--- config.mk ---
export PLATFORM = sky130hd
export DESIGN_NAME = lnerr_top
export DESIGN_NICKNAME = d
export VERILOG_FILES = /design/src/hw/lnerr_pkg.sv /design/src/hw/lnerr_timer.sv /design/src/hw/lnerr_field_check.sv /design/src/hw/lnerr_top.sv
export SDC_FILE = /design/constraint.sdc
export NUM_CORES = 1
export LEC_CHECK = 0
export BUFFER_PORTS_ARGS = -buffer_cell sky130_fd_sc_hd__buf_2
export CORE_AREA = 2 2 79 138
export CTS_CLUSTER_DIAMETER = 30
export DETAILED_ROUTE_END_ITERATION = 10
export DIE_AREA = 0 0 81 140
export PLACE_DENSITY = 0.64
export SLEW_MARGIN = 0
export SYNTH_ARGS = -nofsm -noshare
export SYNTH_HDL_FRONTEND = slang
export SYNTH_HIERARCHICAL = 1
export SYNTH_SLANG_ARGS = --single-unit
--- constraint.sdc ---
create_clock -name CLK_SYS_IN -period 2.2 [get_ports CLK_SYS_IN]
set_input_delay 0.44 -clock CLK_SYS_IN [delete_from_list [all_inputs] [get_ports CLK_SYS_IN]]
set_output_delay 0.44 -clock CLK_SYS_IN [all_outputs]
set_load 0.03 [all_outputs]
--- src/hw/lnerr_pkg.sv ---
// shared constants and types for the lin fault detection block
package lnerr_pkg;

    // indirect register indices
    localparam logic [7:0] IDX_CTRL = 8'h08;
    localparam logic [7:0] IDX_STAT = 8'h09;
    localparam logic [7:0] IDX_FAULT = 8'h0a;

    // fault flag bit positions
    localparam int FLT_SYNC = 4;
    localparam int FLT_PAR = 3;
    localparam int FLT_NO_RESPONSE_FAULT = 2;
    localparam int FLT_SUM = 1;
    localparam int FLT_BIT = 0;
    localparam int FLT_W = 5;

    // control bit positions
    localparam int CB_STOP = 7;
    localparam int CB_DACK = 4;
    localparam int CB_CLR = 2;
    localparam int CB_WAKE = 1;
    localparam int CB_START = 0;

    // status bit positions
    localparam int SB_ERR = 2;

    // values after reset
    localparam logic [7:0] INDEX_RESET = 8'h00;
    localparam logic [FLT_W-1:0] FAULT_RESET = 5'h00;
    localparam logic [7:0] RDATA_RESET = 8'h00;

    // timing
    localparam int unsigned CLK_HZ = 100_000_000;
    localparam int unsigned WAKE_NO_RESPONSE_FAULT_MS = 150;
    localparam int unsigned WAKE_NO_RESPONSE_FAULT_CYC = WAKE_NO_RESPONSE_FAULT_MS * (CLK_HZ / 1000);
    localparam int unsigned FRAME_MAX_US = 1000;
    localparam int unsigned FRAME_MAX_CYC = FRAME_MAX_US * (CLK_HZ / 1_000_000);
    localparam int TMR_W = 24;
    localparam logic [TMR_W-1:0] TMR_RESET = 24'h000000;

    typedef enum logic [0:0] {
        TMR_IDLE = 1'b0,
        TMR_RUN = 1'b1
    } lnerr_tmr_e;

    typedef struct packed {
        lnerr_tmr_e mode;
        logic [TMR_W-1:0] cnt;
        logic expire;
    } lnerr_tmr_s;

    typedef struct packed {
        logic par_fault;
        logic sum_fault;
    } lnerr_chk_s;

    typedef struct packed {
        logic [7:0] index;
        logic [FLT_W-1:0] fault;
        logic err;
        logic data_ack;
        logic stop;
        logic await_ack;
        logic [7:0] rdata;
        logic irq;
        logic abort;
        logic start;
        logic wake_tx;
    } lnerr_state_s;

endpackage

--- src/hw/lnerr_timer.sv ---
// restartable timeout counter with a one-cycle expiry pulse
`timescale 1ns/1ps
`default_nettype none
module lnerr_timer #(
    parameter int unsigned LIMIT = 16
) (
    // clock and reset
    input wire logic clk_in,
    input wire logic srst_in,
    // control
    input wire logic start_in,
    input wire logic stop_in,
    // result
    output logic expire_out
);
    localparam logic [lnerr_pkg::TMR_W-1:0] LAST = (lnerr_pkg::TMR_W)'(LIMIT - 1);

    lnerr_pkg::lnerr_tmr_s state;
    lnerr_pkg::lnerr_tmr_s next_state;

    always_comb begin
        next_state = state;
        next_state.expire = 1'b0;
        case (state.mode)
            lnerr_pkg::TMR_IDLE: begin
                if (start_in) begin
                    next_state.mode = lnerr_pkg::TMR_RUN;
                    next_state.cnt = lnerr_pkg::TMR_RESET;
                end
            end
            lnerr_pkg::TMR_RUN: begin
                if (stop_in) begin
                    next_state.mode = lnerr_pkg::TMR_IDLE;
                end else if (start_in) begin
                    next_state.cnt = lnerr_pkg::TMR_RESET;
                end else if (state.cnt == LAST) begin
                    next_state.mode = lnerr_pkg::TMR_IDLE;
                    next_state.expire = 1'b1;
                end else begin
                    next_state.cnt = state.cnt + 1'b1;
                end
            end
            default: begin
                next_state.mode = lnerr_pkg::TMR_IDLE;
            end
        endcase
    end

    always_ff @(posedge clk_in) begin
        if (srst_in) begin
            state.mode <= lnerr_pkg::TMR_IDLE;
            state.cnt <= lnerr_pkg::TMR_RESET;
            state.expire <= 1'b0;
        end else begin
            state <= next_state;
        end
    end

    assign expire_out = state.expire;
endmodule
`default_nettype wire

--- src/hw/lnerr_field_check.sv ---
// identifier parity and checksum comparison
`timescale 1ns/1ps
`default_nettype none
module lnerr_field_check (
    // clock and reset
    input wire logic clk_in,
    input wire logic srst_in,
    // identifier field
    input wire logic pid_valid_in,
    input wire logic [7:0] pid_in,
    // checksum field
    input wire logic sum_valid_in,
    input wire logic [7:0] sum_rx_in,
    input wire logic [7:0] sum_calc_in,
    // results, one-cycle pulses
    output logic par_fault_out,
    output logic sum_fault_out
);
    lnerr_pkg::lnerr_chk_s state;
    lnerr_pkg::lnerr_chk_s next_state;
    logic p0;
    logic p1;

    always_comb begin
        // two parity bits sit above the six identifier bits
        p0 = pid_in[0] ^ pid_in[1] ^ pid_in[2] ^ pid_in[4];
        p1 = ~(pid_in[1] ^ pid_in[3] ^ pid_in[4] ^ pid_in[5]);
        next_state.par_fault = pid_valid_in && ({p1, p0} != pid_in[7:6]);
        next_state.sum_fault = sum_valid_in && (sum_rx_in != sum_calc_in);
    end

    always_ff @(posedge clk_in) begin
        if (srst_in) begin
            state <= '0;
        end else begin
            state <= next_state;
        end
    end

    assign par_fault_out = state.par_fault;
    assign sum_fault_out = state.sum_fault;
endmodule
`default_nettype wire

--- src/hw/lnerr_top.sv ---
// lin fault detection, fault flags and recovery gating
//
// Behaviour
// - any detected fault raises an interrupt and abandons the current frame.
// - a one on the fault clear command clears all fault flags and the error flag.
// - master frame start and wake-up sending are refused while the error flag is set.
// - in slave mode, a sync field outside tolerance sets fault bit 4.
// - in slave mode, an identifier parity error sets fault bit 3.
// - a missing slave response or missing bus data sets fault bit 2.
// - a frame exceeding the maximum frame length also sets the timeout fault.
// - without data acknowledge or stop before the first data byte ends, timeout is set.
// - a received checksum that differs from the computed one sets fault bit 1.
// - a readback bit differing from the driven bit sets fault bit 0.
// - the fault flags are read-only, reset to zero, with bits 7 to 5 reading zero.
// - an unanswered slave wake-up sets the error flag and timeout fault and interrupts.
// - internal registers are reached through an index register and a data register.
`timescale 1ns/1ps
`default_nettype none
module lnerr_top #(
    parameter int unsigned WAKE_NO_RESPONSE_FAULT_CYCLES = lnerr_pkg::WAKE_NO_RESPONSE_FAULT_CYC,
    parameter int unsigned FRAME_MAX_CYCLES = lnerr_pkg::FRAME_MAX_CYC
) (
    // clock and reset
    input wire logic CLK_SYS_IN,
    input wire logic SRST_IN,
    // indirect register port
    input wire logic REG_SEL_DATA_IN,
    input wire logic REG_WR_IN,
    input wire logic REG_RD_IN,
    input wire logic [7:0] REG_WDATA_IN,
    output logic [7:0] REG_RDATA_OUT,
    // mode
    input wire logic SLAVE_MODE_IN,
    // frame engine events
    input wire logic FRAME_BEGIN_IN,
    input wire logic FRAME_END_IN,
    input wire logic SYNC_TOL_FAIL_IN,
    input wire logic PID_VALID_IN,
    input wire logic [7:0] PID_IN,
    input wire logic ID_DONE_IN,
    input wire logic FIRST_BYTE_DONE_IN,
    input wire logic NO_RESPONSE_IN,
    input wire logic SUM_VALID_IN,
    input wire logic [7:0] SUM_RX_IN,
    input wire logic [7:0] SUM_CALC_IN,
    // bit readback
    input wire logic BIT_SAMPLE_IN,
    input wire logic TX_BIT_IN,
    input wire logic RX_BIT_IN,
    // wake-up handshake
    input wire logic WAKE_SENT_IN,
    input wire logic BUS_ACTIVITY_IN,
    // results to the frame engine and core
    output logic IRQ_OUT,
    output logic FRAME_ABORT_OUT,
    output logic FRAME_START_OUT,
    output logic WAKE_TX_OUT,
    output logic DATA_ACK_OUT,
    output logic STOP_OUT,
    output logic ERROR_OUT
);
    lnerr_pkg::lnerr_state_s state;
    lnerr_pkg::lnerr_state_s next_state;

    logic par_fault;
    logic sum_fault;
    logic frame_expire;
    logic wake_expire;
    logic wake_start;
    logic frame_stop;
    logic data_wr;
    logic data_rd;
    logic clr_cmd;
    logic [lnerr_pkg::FLT_W-1:0] evt;
    logic any_evt;
    logic [7:0] rd_mux;

    // parity and checksum compare
    lnerr_field_check u_check (
        .clk_in(CLK_SYS_IN),
        .srst_in(SRST_IN),
        .pid_valid_in(PID_VALID_IN),
        .pid_in(PID_IN),
        .sum_valid_in(SUM_VALID_IN),
        .sum_rx_in(SUM_RX_IN),
        .sum_calc_in(SUM_CALC_IN),
        .par_fault_out(par_fault),
        .sum_fault_out(sum_fault)
    );

    // frame length watchdog, stopped by the frame end or by any abort
    assign frame_stop = FRAME_END_IN | state.abort;

    lnerr_timer #(
        .LIMIT(FRAME_MAX_CYCLES)
    ) u_frame_tmr (
        .clk_in(CLK_SYS_IN),
        .srst_in(SRST_IN),
        .start_in(FRAME_BEGIN_IN),
        .stop_in(frame_stop),
        .expire_out(frame_expire)
    );

    // only a slave waits for the master to answer its wake-up
    assign wake_start = WAKE_SENT_IN & SLAVE_MODE_IN;

    lnerr_timer #(
        .LIMIT(WAKE_NO_RESPONSE_FAULT_CYCLES)
    ) u_wake_tmr (
        .clk_in(CLK_SYS_IN),
        .srst_in(SRST_IN),
        .start_in(wake_start),
        .stop_in(BUS_ACTIVITY_IN),
        .expire_out(wake_expire)
    );

    assign data_wr = REG_WR_IN & REG_SEL_DATA_IN;
    assign data_rd = REG_RD_IN & REG_SEL_DATA_IN;
    assign clr_cmd = data_wr && (state.index == lnerr_pkg::IDX_CTRL)
        && REG_WDATA_IN[lnerr_pkg::CB_CLR];

    // fault events of this cycle
    always_comb begin
        evt = '0;
        evt[lnerr_pkg::FLT_SYNC] = SLAVE_MODE_IN & SYNC_TOL_FAIL_IN;
        evt[lnerr_pkg::FLT_PAR] = SLAVE_MODE_IN & par_fault;
        evt[lnerr_pkg::FLT_NO_RESPONSE_FAULT] = NO_RESPONSE_IN
            | frame_expire
            | wake_expire
            | (FIRST_BYTE_DONE_IN & state.await_ack
               & ~state.data_ack & ~state.stop);
        evt[lnerr_pkg::FLT_SUM] = sum_fault;
        evt[lnerr_pkg::FLT_BIT] = BIT_SAMPLE_IN & (TX_BIT_IN ^ RX_BIT_IN);
        any_evt = |evt;
    end

    // read path of the data register
    always_comb begin
        rd_mux = 8'h00;
        case (state.index)
            lnerr_pkg::IDX_CTRL: begin
                rd_mux[lnerr_pkg::CB_STOP] = state.stop;
                rd_mux[lnerr_pkg::CB_DACK] = state.data_ack;
            end
            lnerr_pkg::IDX_STAT: begin
                rd_mux[lnerr_pkg::SB_ERR] = state.err;
            end
            lnerr_pkg::IDX_FAULT: begin
                // upper three bits stay zero
                rd_mux = {3'h0, state.fault};
            end
            default: begin
                rd_mux = 8'h00;
            end
        endcase
    end

    always_comb begin
        next_state = state;
        next_state.irq = 1'b0;
        next_state.abort = 1'b0;
        next_state.start = 1'b0;
        next_state.wake_tx = 1'b0;

        // index register written and read directly
        if (REG_WR_IN && !REG_SEL_DATA_IN) begin
            next_state.index = REG_WDATA_IN;
        end
        if (REG_RD_IN) begin
            next_state.rdata = REG_SEL_DATA_IN ? rd_mux : state.index;
        end

        // a new identifier opens a fresh acknowledge window
        if (ID_DONE_IN) begin
            next_state.await_ack = 1'b1;
            next_state.data_ack = 1'b0;
            next_state.stop = 1'b0;
        end
        if (FIRST_BYTE_DONE_IN) begin
            next_state.await_ack = 1'b0;
        end

        // control writes; fault flags ignore writes entirely
        if (data_wr && (state.index == lnerr_pkg::IDX_CTRL)) begin
            if (REG_WDATA_IN[lnerr_pkg::CB_DACK]) begin
                next_state.data_ack = 1'b1;
            end
            if (REG_WDATA_IN[lnerr_pkg::CB_STOP]) begin
                next_state.stop = 1'b1;
            end
            // uses the registered flag, so a fault of this cycle does not race
            if (REG_WDATA_IN[lnerr_pkg::CB_START] && !SLAVE_MODE_IN && !state.err) begin
                next_state.start = 1'b1;
            end
            if (REG_WDATA_IN[lnerr_pkg::CB_WAKE] && !state.err) begin
                next_state.wake_tx = 1'b1;
            end
        end

        // clear first, then new events, so a fault in the clear cycle survives
        if (clr_cmd) begin
            next_state.fault = lnerr_pkg::FAULT_RESET;
            next_state.err = 1'b0;
        end
        next_state.fault = next_state.fault | evt;
        if (any_evt) begin
            next_state.err = 1'b1;
            next_state.irq = 1'b1;
            next_state.abort = 1'b1;
            next_state.await_ack = 1'b0;
        end
    end

    always_ff @(posedge CLK_SYS_IN) begin
        if (SRST_IN) begin
            state.index <= lnerr_pkg::INDEX_RESET;
            state.fault <= lnerr_pkg::FAULT_RESET;
            state.err <= 1'b0;
            state.data_ack <= 1'b0;
            state.stop <= 1'b0;
            state.await_ack <= 1'b0;
            state.rdata <= lnerr_pkg::RDATA_RESET;
            state.irq <= 1'b0;
            state.abort <= 1'b0;
            state.start <= 1'b0;
            state.wake_tx <= 1'b0;
        end else begin
            state <= next_state;
        end
    end

    assign REG_RDATA_OUT = state.rdata;
    assign IRQ_OUT = state.irq;
    assign FRAME_ABORT_OUT = state.abort;
    assign FRAME_START_OUT = state.start;
    assign WAKE_TX_OUT = state.wake_tx;
    assign DATA_ACK_OUT = state.data_ack;
    assign STOP_OUT = state.stop;
    assign ERROR_OUT = state.err;
endmodule
`default_nettype wire

Word level (Yosys, flattened, before mapping)
Cells that the tools add are included.
{ "op_classes": {"addsub": 2, "eq_ne": 13, "n_mux": 35, "n_bitwise": 26, "n_reduce_logical": 19} }
{ "ops": {"columns": ["op", "count"], "rows": [
  ["25-bit two-way mux", 4],
  ["25-bit one-hot mux with 2 select lines", 2],
  ["24-bit two-way mux", 4],
  ["24-bit by 1-bit adder with 24-bit output (second input constant)", 2],
  ["24-bit by 17-bit equality test with 1-bit output (second input constant)", 1],
  ["24-bit equality test (second input constant)", 1],
  ["8-bit by 4-bit equality test with 1-bit output (second input constant)", 3],
  ["1-bit two-way mux", 17],
  ["1-bit bitwise AND", 8],
  ["1-bit logical AND", 8],
  ["8-bit two-way mux", 1],
  ["8-bit != test", 1],
  ["4-bit OR reduction", 2],
  ["7-bit OR reduction", 1],
  ["1-bit XOR", 7],
  ["2-bit two-way mux", 3],
  ["6-bit two-way mux", 1],
  ["2-bit != test (second input constant)", 3],
  ["1-bit NOT", 6],
  ["3-bit AND reduction", 2],
  ["5-bit OR", 1],
  ["5-bit OR reduction", 1],
  ["1-bit OR", 4],
  ["1-bit one-hot mux with 2 select lines", 2],
  ["8 further kinds", 10]
]} }
{ "word_totals": {"ff_bits": 83} }

Logic depth before layout (Yosys ltp)
{ "logic_depth": {"word_depth": 6, "depth_mapped": 8} }

Cells and area by module
The synthesis kept the hierarchy.
{ "by_module_without_submodules": {"columns": ["mod", "instances", "cells_per_inst", "area_per_inst_um2", "seq_area_each_um2"], "rows": [
  ["lnerr_timer at u_frame_tmr", 1, 177, 1428.9, 520.5],
  ["lnerr_timer at u_wake_tmr", 1, 166, 1405.1, 520.5],
  ["lnerr_top", 1, 146, 1295.0, 560.5],
  ["lnerr_field_check", 1, 20, 209.0, 40.0]
]} }

Worst setup path after synthesis
OpenSTA, ideal clock, no wires.
{ "synth_path": {"path_kind": "reg2reg", "from": "register u_wake_tmr/state[11] (netlist name)", "to": "register u_wake_tmr/state[22] (netlist name)", "t_arrival_ns": 2.065, "setup_slack_ns": 0.015, "stages_incl_launch_ff": 7, "n_path_buf": 1, "period_less_slack_ns": 2.185, "cell_sequence": "dfxtp_1 -> or4_1 -> or4_4 -> o21a_1 -> buf_6 -> and3_1 -> a211o_1"} }
{ "synth_between": {"elab_chain_cells": 5, "elab_cells_between_ends": 8, "classes_between": "1 x add/sub; 2 x eq/ne; 4 x mux; 1 x reduce/logical"} }
{ "synth_rtl": {"columns": ["element", "line_no", "source"], "rows": [
  ["from (decl)", "lnerr_timer.sv:18", "lnerr_pkg::lnerr_tmr_s state;"],
  ["from (signal assigned)", "lnerr_timer.sv:55", "state <= next_state;"],
  ["24-bit by 1-bit adder with 24-bit output", "lnerr_timer.sv:40", "next_state.cnt = state.cnt + 1'b1;"],
  ["24-bit two-way mux", "lnerr_timer.sv:36", "end else if (state.cnt == LAST) begin"],
  ["24-bit two-way mux", "lnerr_timer.sv:34", "end else if (start_in) begin"],
  ["25-bit two-way mux", "lnerr_timer.sv:32", "if (stop_in) begin"],
  ["25-bit one-hot mux with 2 select lines", "lnerr_timer.sv:24", "case (state.mode)"]
]} }
Several ways; a longest one is shown, not always the timed one. The select of a mux whose other input is x is not followed.
A chain may end at the register's enable or synchronous reset.

Worst setup path in the final report
{ "layout_path": {"from": "register u_wake_tmr/state[7] (netlist name)", "to": "register u_wake_tmr/state[3] (netlist name)"} }
{ "layout_between": {"elab_chain_cells": 3} }
{ "layout_rtl": {"columns": ["element", "line_no"], "rows": [
  ["24-bit equality test", "lnerr_timer.sv:36"],
  ["3-bit by 2-bit != test with 1-bit output (no line)", null],
  ["3-bit AND reduction (no line)", null]
]} }
Every way passes these cells.

==> qor.yml <==
syn_to_final_growth_pct: 24.4
r2r_start: "u_wake_tmr/state[7]"
final_max_slew_viol_count: 0
num-fill-cells: 988
ys_ff_latch: 82
cts_sinks: 82
cts.reportedPaths.clkPinSlew_ns: 0.07
grt_pass1_wl_mm: 19.1
finalNonFillerCells: 730
yosysWarningCount: 6
cts_buffer_depth: 2
antenna_found_initial: 0
cp-end-kind: "flop"
async_flop_share_pct: 0
maxCapViolCount: 0
antenna_left: 0
cp_slowest_cell: "or4_4"
use_met1_pct: 22.5
maxSlewHeadroom_pct: 60.6
initial_core_util_pct: 42.6
drc_errors: 0
comb_power_share_pct: 8.2
setup_violations: 0
numCtsBuffers: 9
min_period_ns: 2.16
die_area_sq_um: 11300
max_stage_delay_ns: 0.53
cts-root-buf: "clkbuf_16"
placed_cells: 715
drtIter0Drc: 294
io_pins: 66
nets: 652
grt_overflow: 0
path_class: "reg2reg"
core-area_sq_um: 10200
leakage_nw: 2.13
fmax_ghz: 0.462
grt_use_met3_pct: 3.16
grt_pass1_vias: 4146
r2r_end: "u_wake_tmr/state[3]"
vias: 4186
grt_max_degree: 40
finalWeightedCongestion: 0.877
diodes: 0
postCtsSetupRepairBufs: 0
htreeDepth: 3
cts_tree: "yes"
syn_inst: 509
synthAdderAreaFrac_pct: 0.577
post-route-period-util_pct: 98.3
ff2ff_setup_slack_ns: 0.04
skew_ns: 0.00861
synth_area_per_cell_sq_um: 8.52
seqPwrFrac_pct: 43.2
synth_ff_type: "dfxtp_1"
crit_path_start: "u_wake_tmr/state[7]"
drt_pass1_iterations: 4
io_buffers: 65
post_dp_cell_area_sq_um: 5030
dieHeight_microns: 140
critPathRequiredTime_ns: 2.42
synth_compound_area_share_pct: 20.3
whs_ns: 0.331
clock_latency_ns: 0.34
dp_hpwl_mm: 8.66
startpoint_type: "flop"
synth_top_family_by_area: "simple AND/OR/NAND/NOR gates"
synth_xor_xnor_area_share_pct: 5.11
vias_per_cell: 5.73
p_sw_uw: 814
yosysSeqAreaShare_pct: 37.8
hp-class: "in2reg"
use_met2_pct: 39.3
fp.dieW_microns: 81
arrival_ns: 2.38
synth.top_cell.area_share_pct: 37.8
wl_mm: 11.5
fin_area_sq_um: 5400
p_int_mw: 2.75
grt_busiest_layer: "met2"
hold_violations: 0
rr_worst_depth: 6
vdd_drop_max_v: 0.000385
p_total_mw: 3.57
syn_area_sq_um: 4340
grt_usage_pct: 21.2
placementRows: 49
yosys.area_share.simple_pct: 28.2
crit_end: "u_wake_tmr/state[3]"
status: "complete, no violations"
power.density_nw_per_um2: 661
clkPwrFrac_pct: 48.6
netlist_top_cells_area: "dfxtp_1 (38%), nand2_1 (3.2%), nor2_1 (3.1%)"
worstMarginPinSlew_ns: 0.586
synth_fp_nets: 562
synth.area.mux_share_pct: 2.08
synth.distinct_cells: 63
cp_max_fo: 12
synth-edff-count: 0
wl_per_cell_microns: 15.8
drive_gt1_share_pct: 24.4
p_sw_share_pct: 22.8
synth_top_cell_by_area: "dfxtp_1"
crit_chain: "or4_1, or4_4, o21ai_1, buf_6, nor3b_1, a221o_1"
flip-flops by register name, summed over array words and instances (netlist names), 8 cells and up:
register           count
u_wake_tmr/state      25
state                 14
u_frame_tmr/state     25
REG_RDATA_OUT          8
per-layer routing:
layer  up-vias  share of wire (%)
met5         -                  0
met4         0                3.0
met3        23                2.7
met2        77                 55
met1      1997                 39
li1       2089                  -
power by group through the flow:
stage                     Sequential [mW]  Clock [mW]  Combinational, mW
final                                1.54        1.73              0.292
after global routing                 1.54        1.82              0.322
after CTS                            1.54        1.76              0.292
after detailed placement             1.57           0              0.290
after global placement               1.57           0              0.286
after floorplan                      1.57           0              0.182
kinds of logic (layout without fill, tap and decap cells):
kind of cell	after synthesis	after routing
adders and majority gates	2	2
xor gates and xnor gates	22	22
buffers and inverters	52	146
muxes	9	9
and+or+nand+nor	220	220
DFF	82	82
AOI/OAI and AO/OA	122	122
synthesized netlist by cell type (14+ instances only):
cell      number
a21oi_1       18
a31oi_1       16
clkbuf_1      19
dfxtp_1       82
inv_1         16
nand2_1       37
nand3_1       21
nand4_1       15
nor2_1        36
nor3_1        18
nor4_1        19
xor2_1        14
metrics by stage:
| stage | utilization, % | setup TNS (ns) | setup slack [ns] |
|---|---|---|---|
| final | 53.0 | 0 | 0.0373 |
| after CTS | 52.8 | 0 | 0.0146 |
| after global placement | 49.5 | 0 | 0.0559 |
| after floorplan | - | 0 | 0.0150 |
| after detailed placement | 49.5 | -0.00464 | -0.00464 |
| after global routing | 53.0 | -0.213 | -0.0654 |
cell usage in the layout, fill, tap and decap left out, drive strengths merged, types with 6 or more instances in the layout:
cell | Yosys | layout
a211o | 8 | 8
a21oi | 18 | 18
a22o | 10 | 10
a311oi | 6 | 6
a31oi | 16 | 16
and3 | 8 | 8
and4 | 6 | 6
buf | 17 | 115
clkbuf | 19 | 9
dfxtp | 82 | 82
inv | 16 | 17
mux2i | 9 | 9
nand2 | 37 | 37
nand2b | 12 | 12
nand3 | 21 | 21
nand4 | 15 | 15
nor2 | 36 | 36
nor3 | 18 | 18
nor4 | 19 | 19
o21ai | 18 | 18
o31ai | 9 | 9
or3 | 7 | 7
or4 | 11 | 11
xnor2 | 6 | 6
xor2 | 14 | 14
critical path, delay by kind of cell, from the launching register on:
family	cells	cell delay (ns)
and+or+nand+nor	3	1.10
AOI/OAI and AO/OA	2	0.46
DFF	1	0.31
buffers and inverters	1	0.18
what timing repair did:
item,in CTS,in global routing
resized for setup,1,6
hold buffers,0,0
setup endpoints to repair,2,21
pin swaps,0,0
worst min path at each step:
stage                          startpoint               endpoint  slack (ns)  depth (start not counted)
global route                 SUM_VALID_IN  u_check/sum_fault_out        0.34                          3
detailed placement  u_check/sum_fault_out              state[17]        0.45                          2
CTS                       REG_WDATA_IN[1]            WAKE_TX_OUT        0.32                          3
global placement    u_check/sum_fault_out              state[17]        0.44                          2
floorplan           u_check/sum_fault_out              state[17]        0.43                          2
finish                    REG_WDATA_IN[1]            WAKE_TX_OUT        0.33                          3
layout make-up:
| class | instances | area [sq um] | area share [%] |
|---|---|---|---|
| Sequential cell | 82 | 1640 | 30.4 |
| Clock buffer | 9 | 225 | 4.17 |
| Multi-Input combinational cell | 375 | 2470 | 45.7 |
| Tap cell | 127 | 159 | 2.94 |
| Clock inverter | 6 | 115 | 2.13 |
| Timing Repair Buffer | 115 | 729 | 13.5 |
| Inverter | 16 | 60.1 | 1.11 |
(Power assumes the default switching activity.)
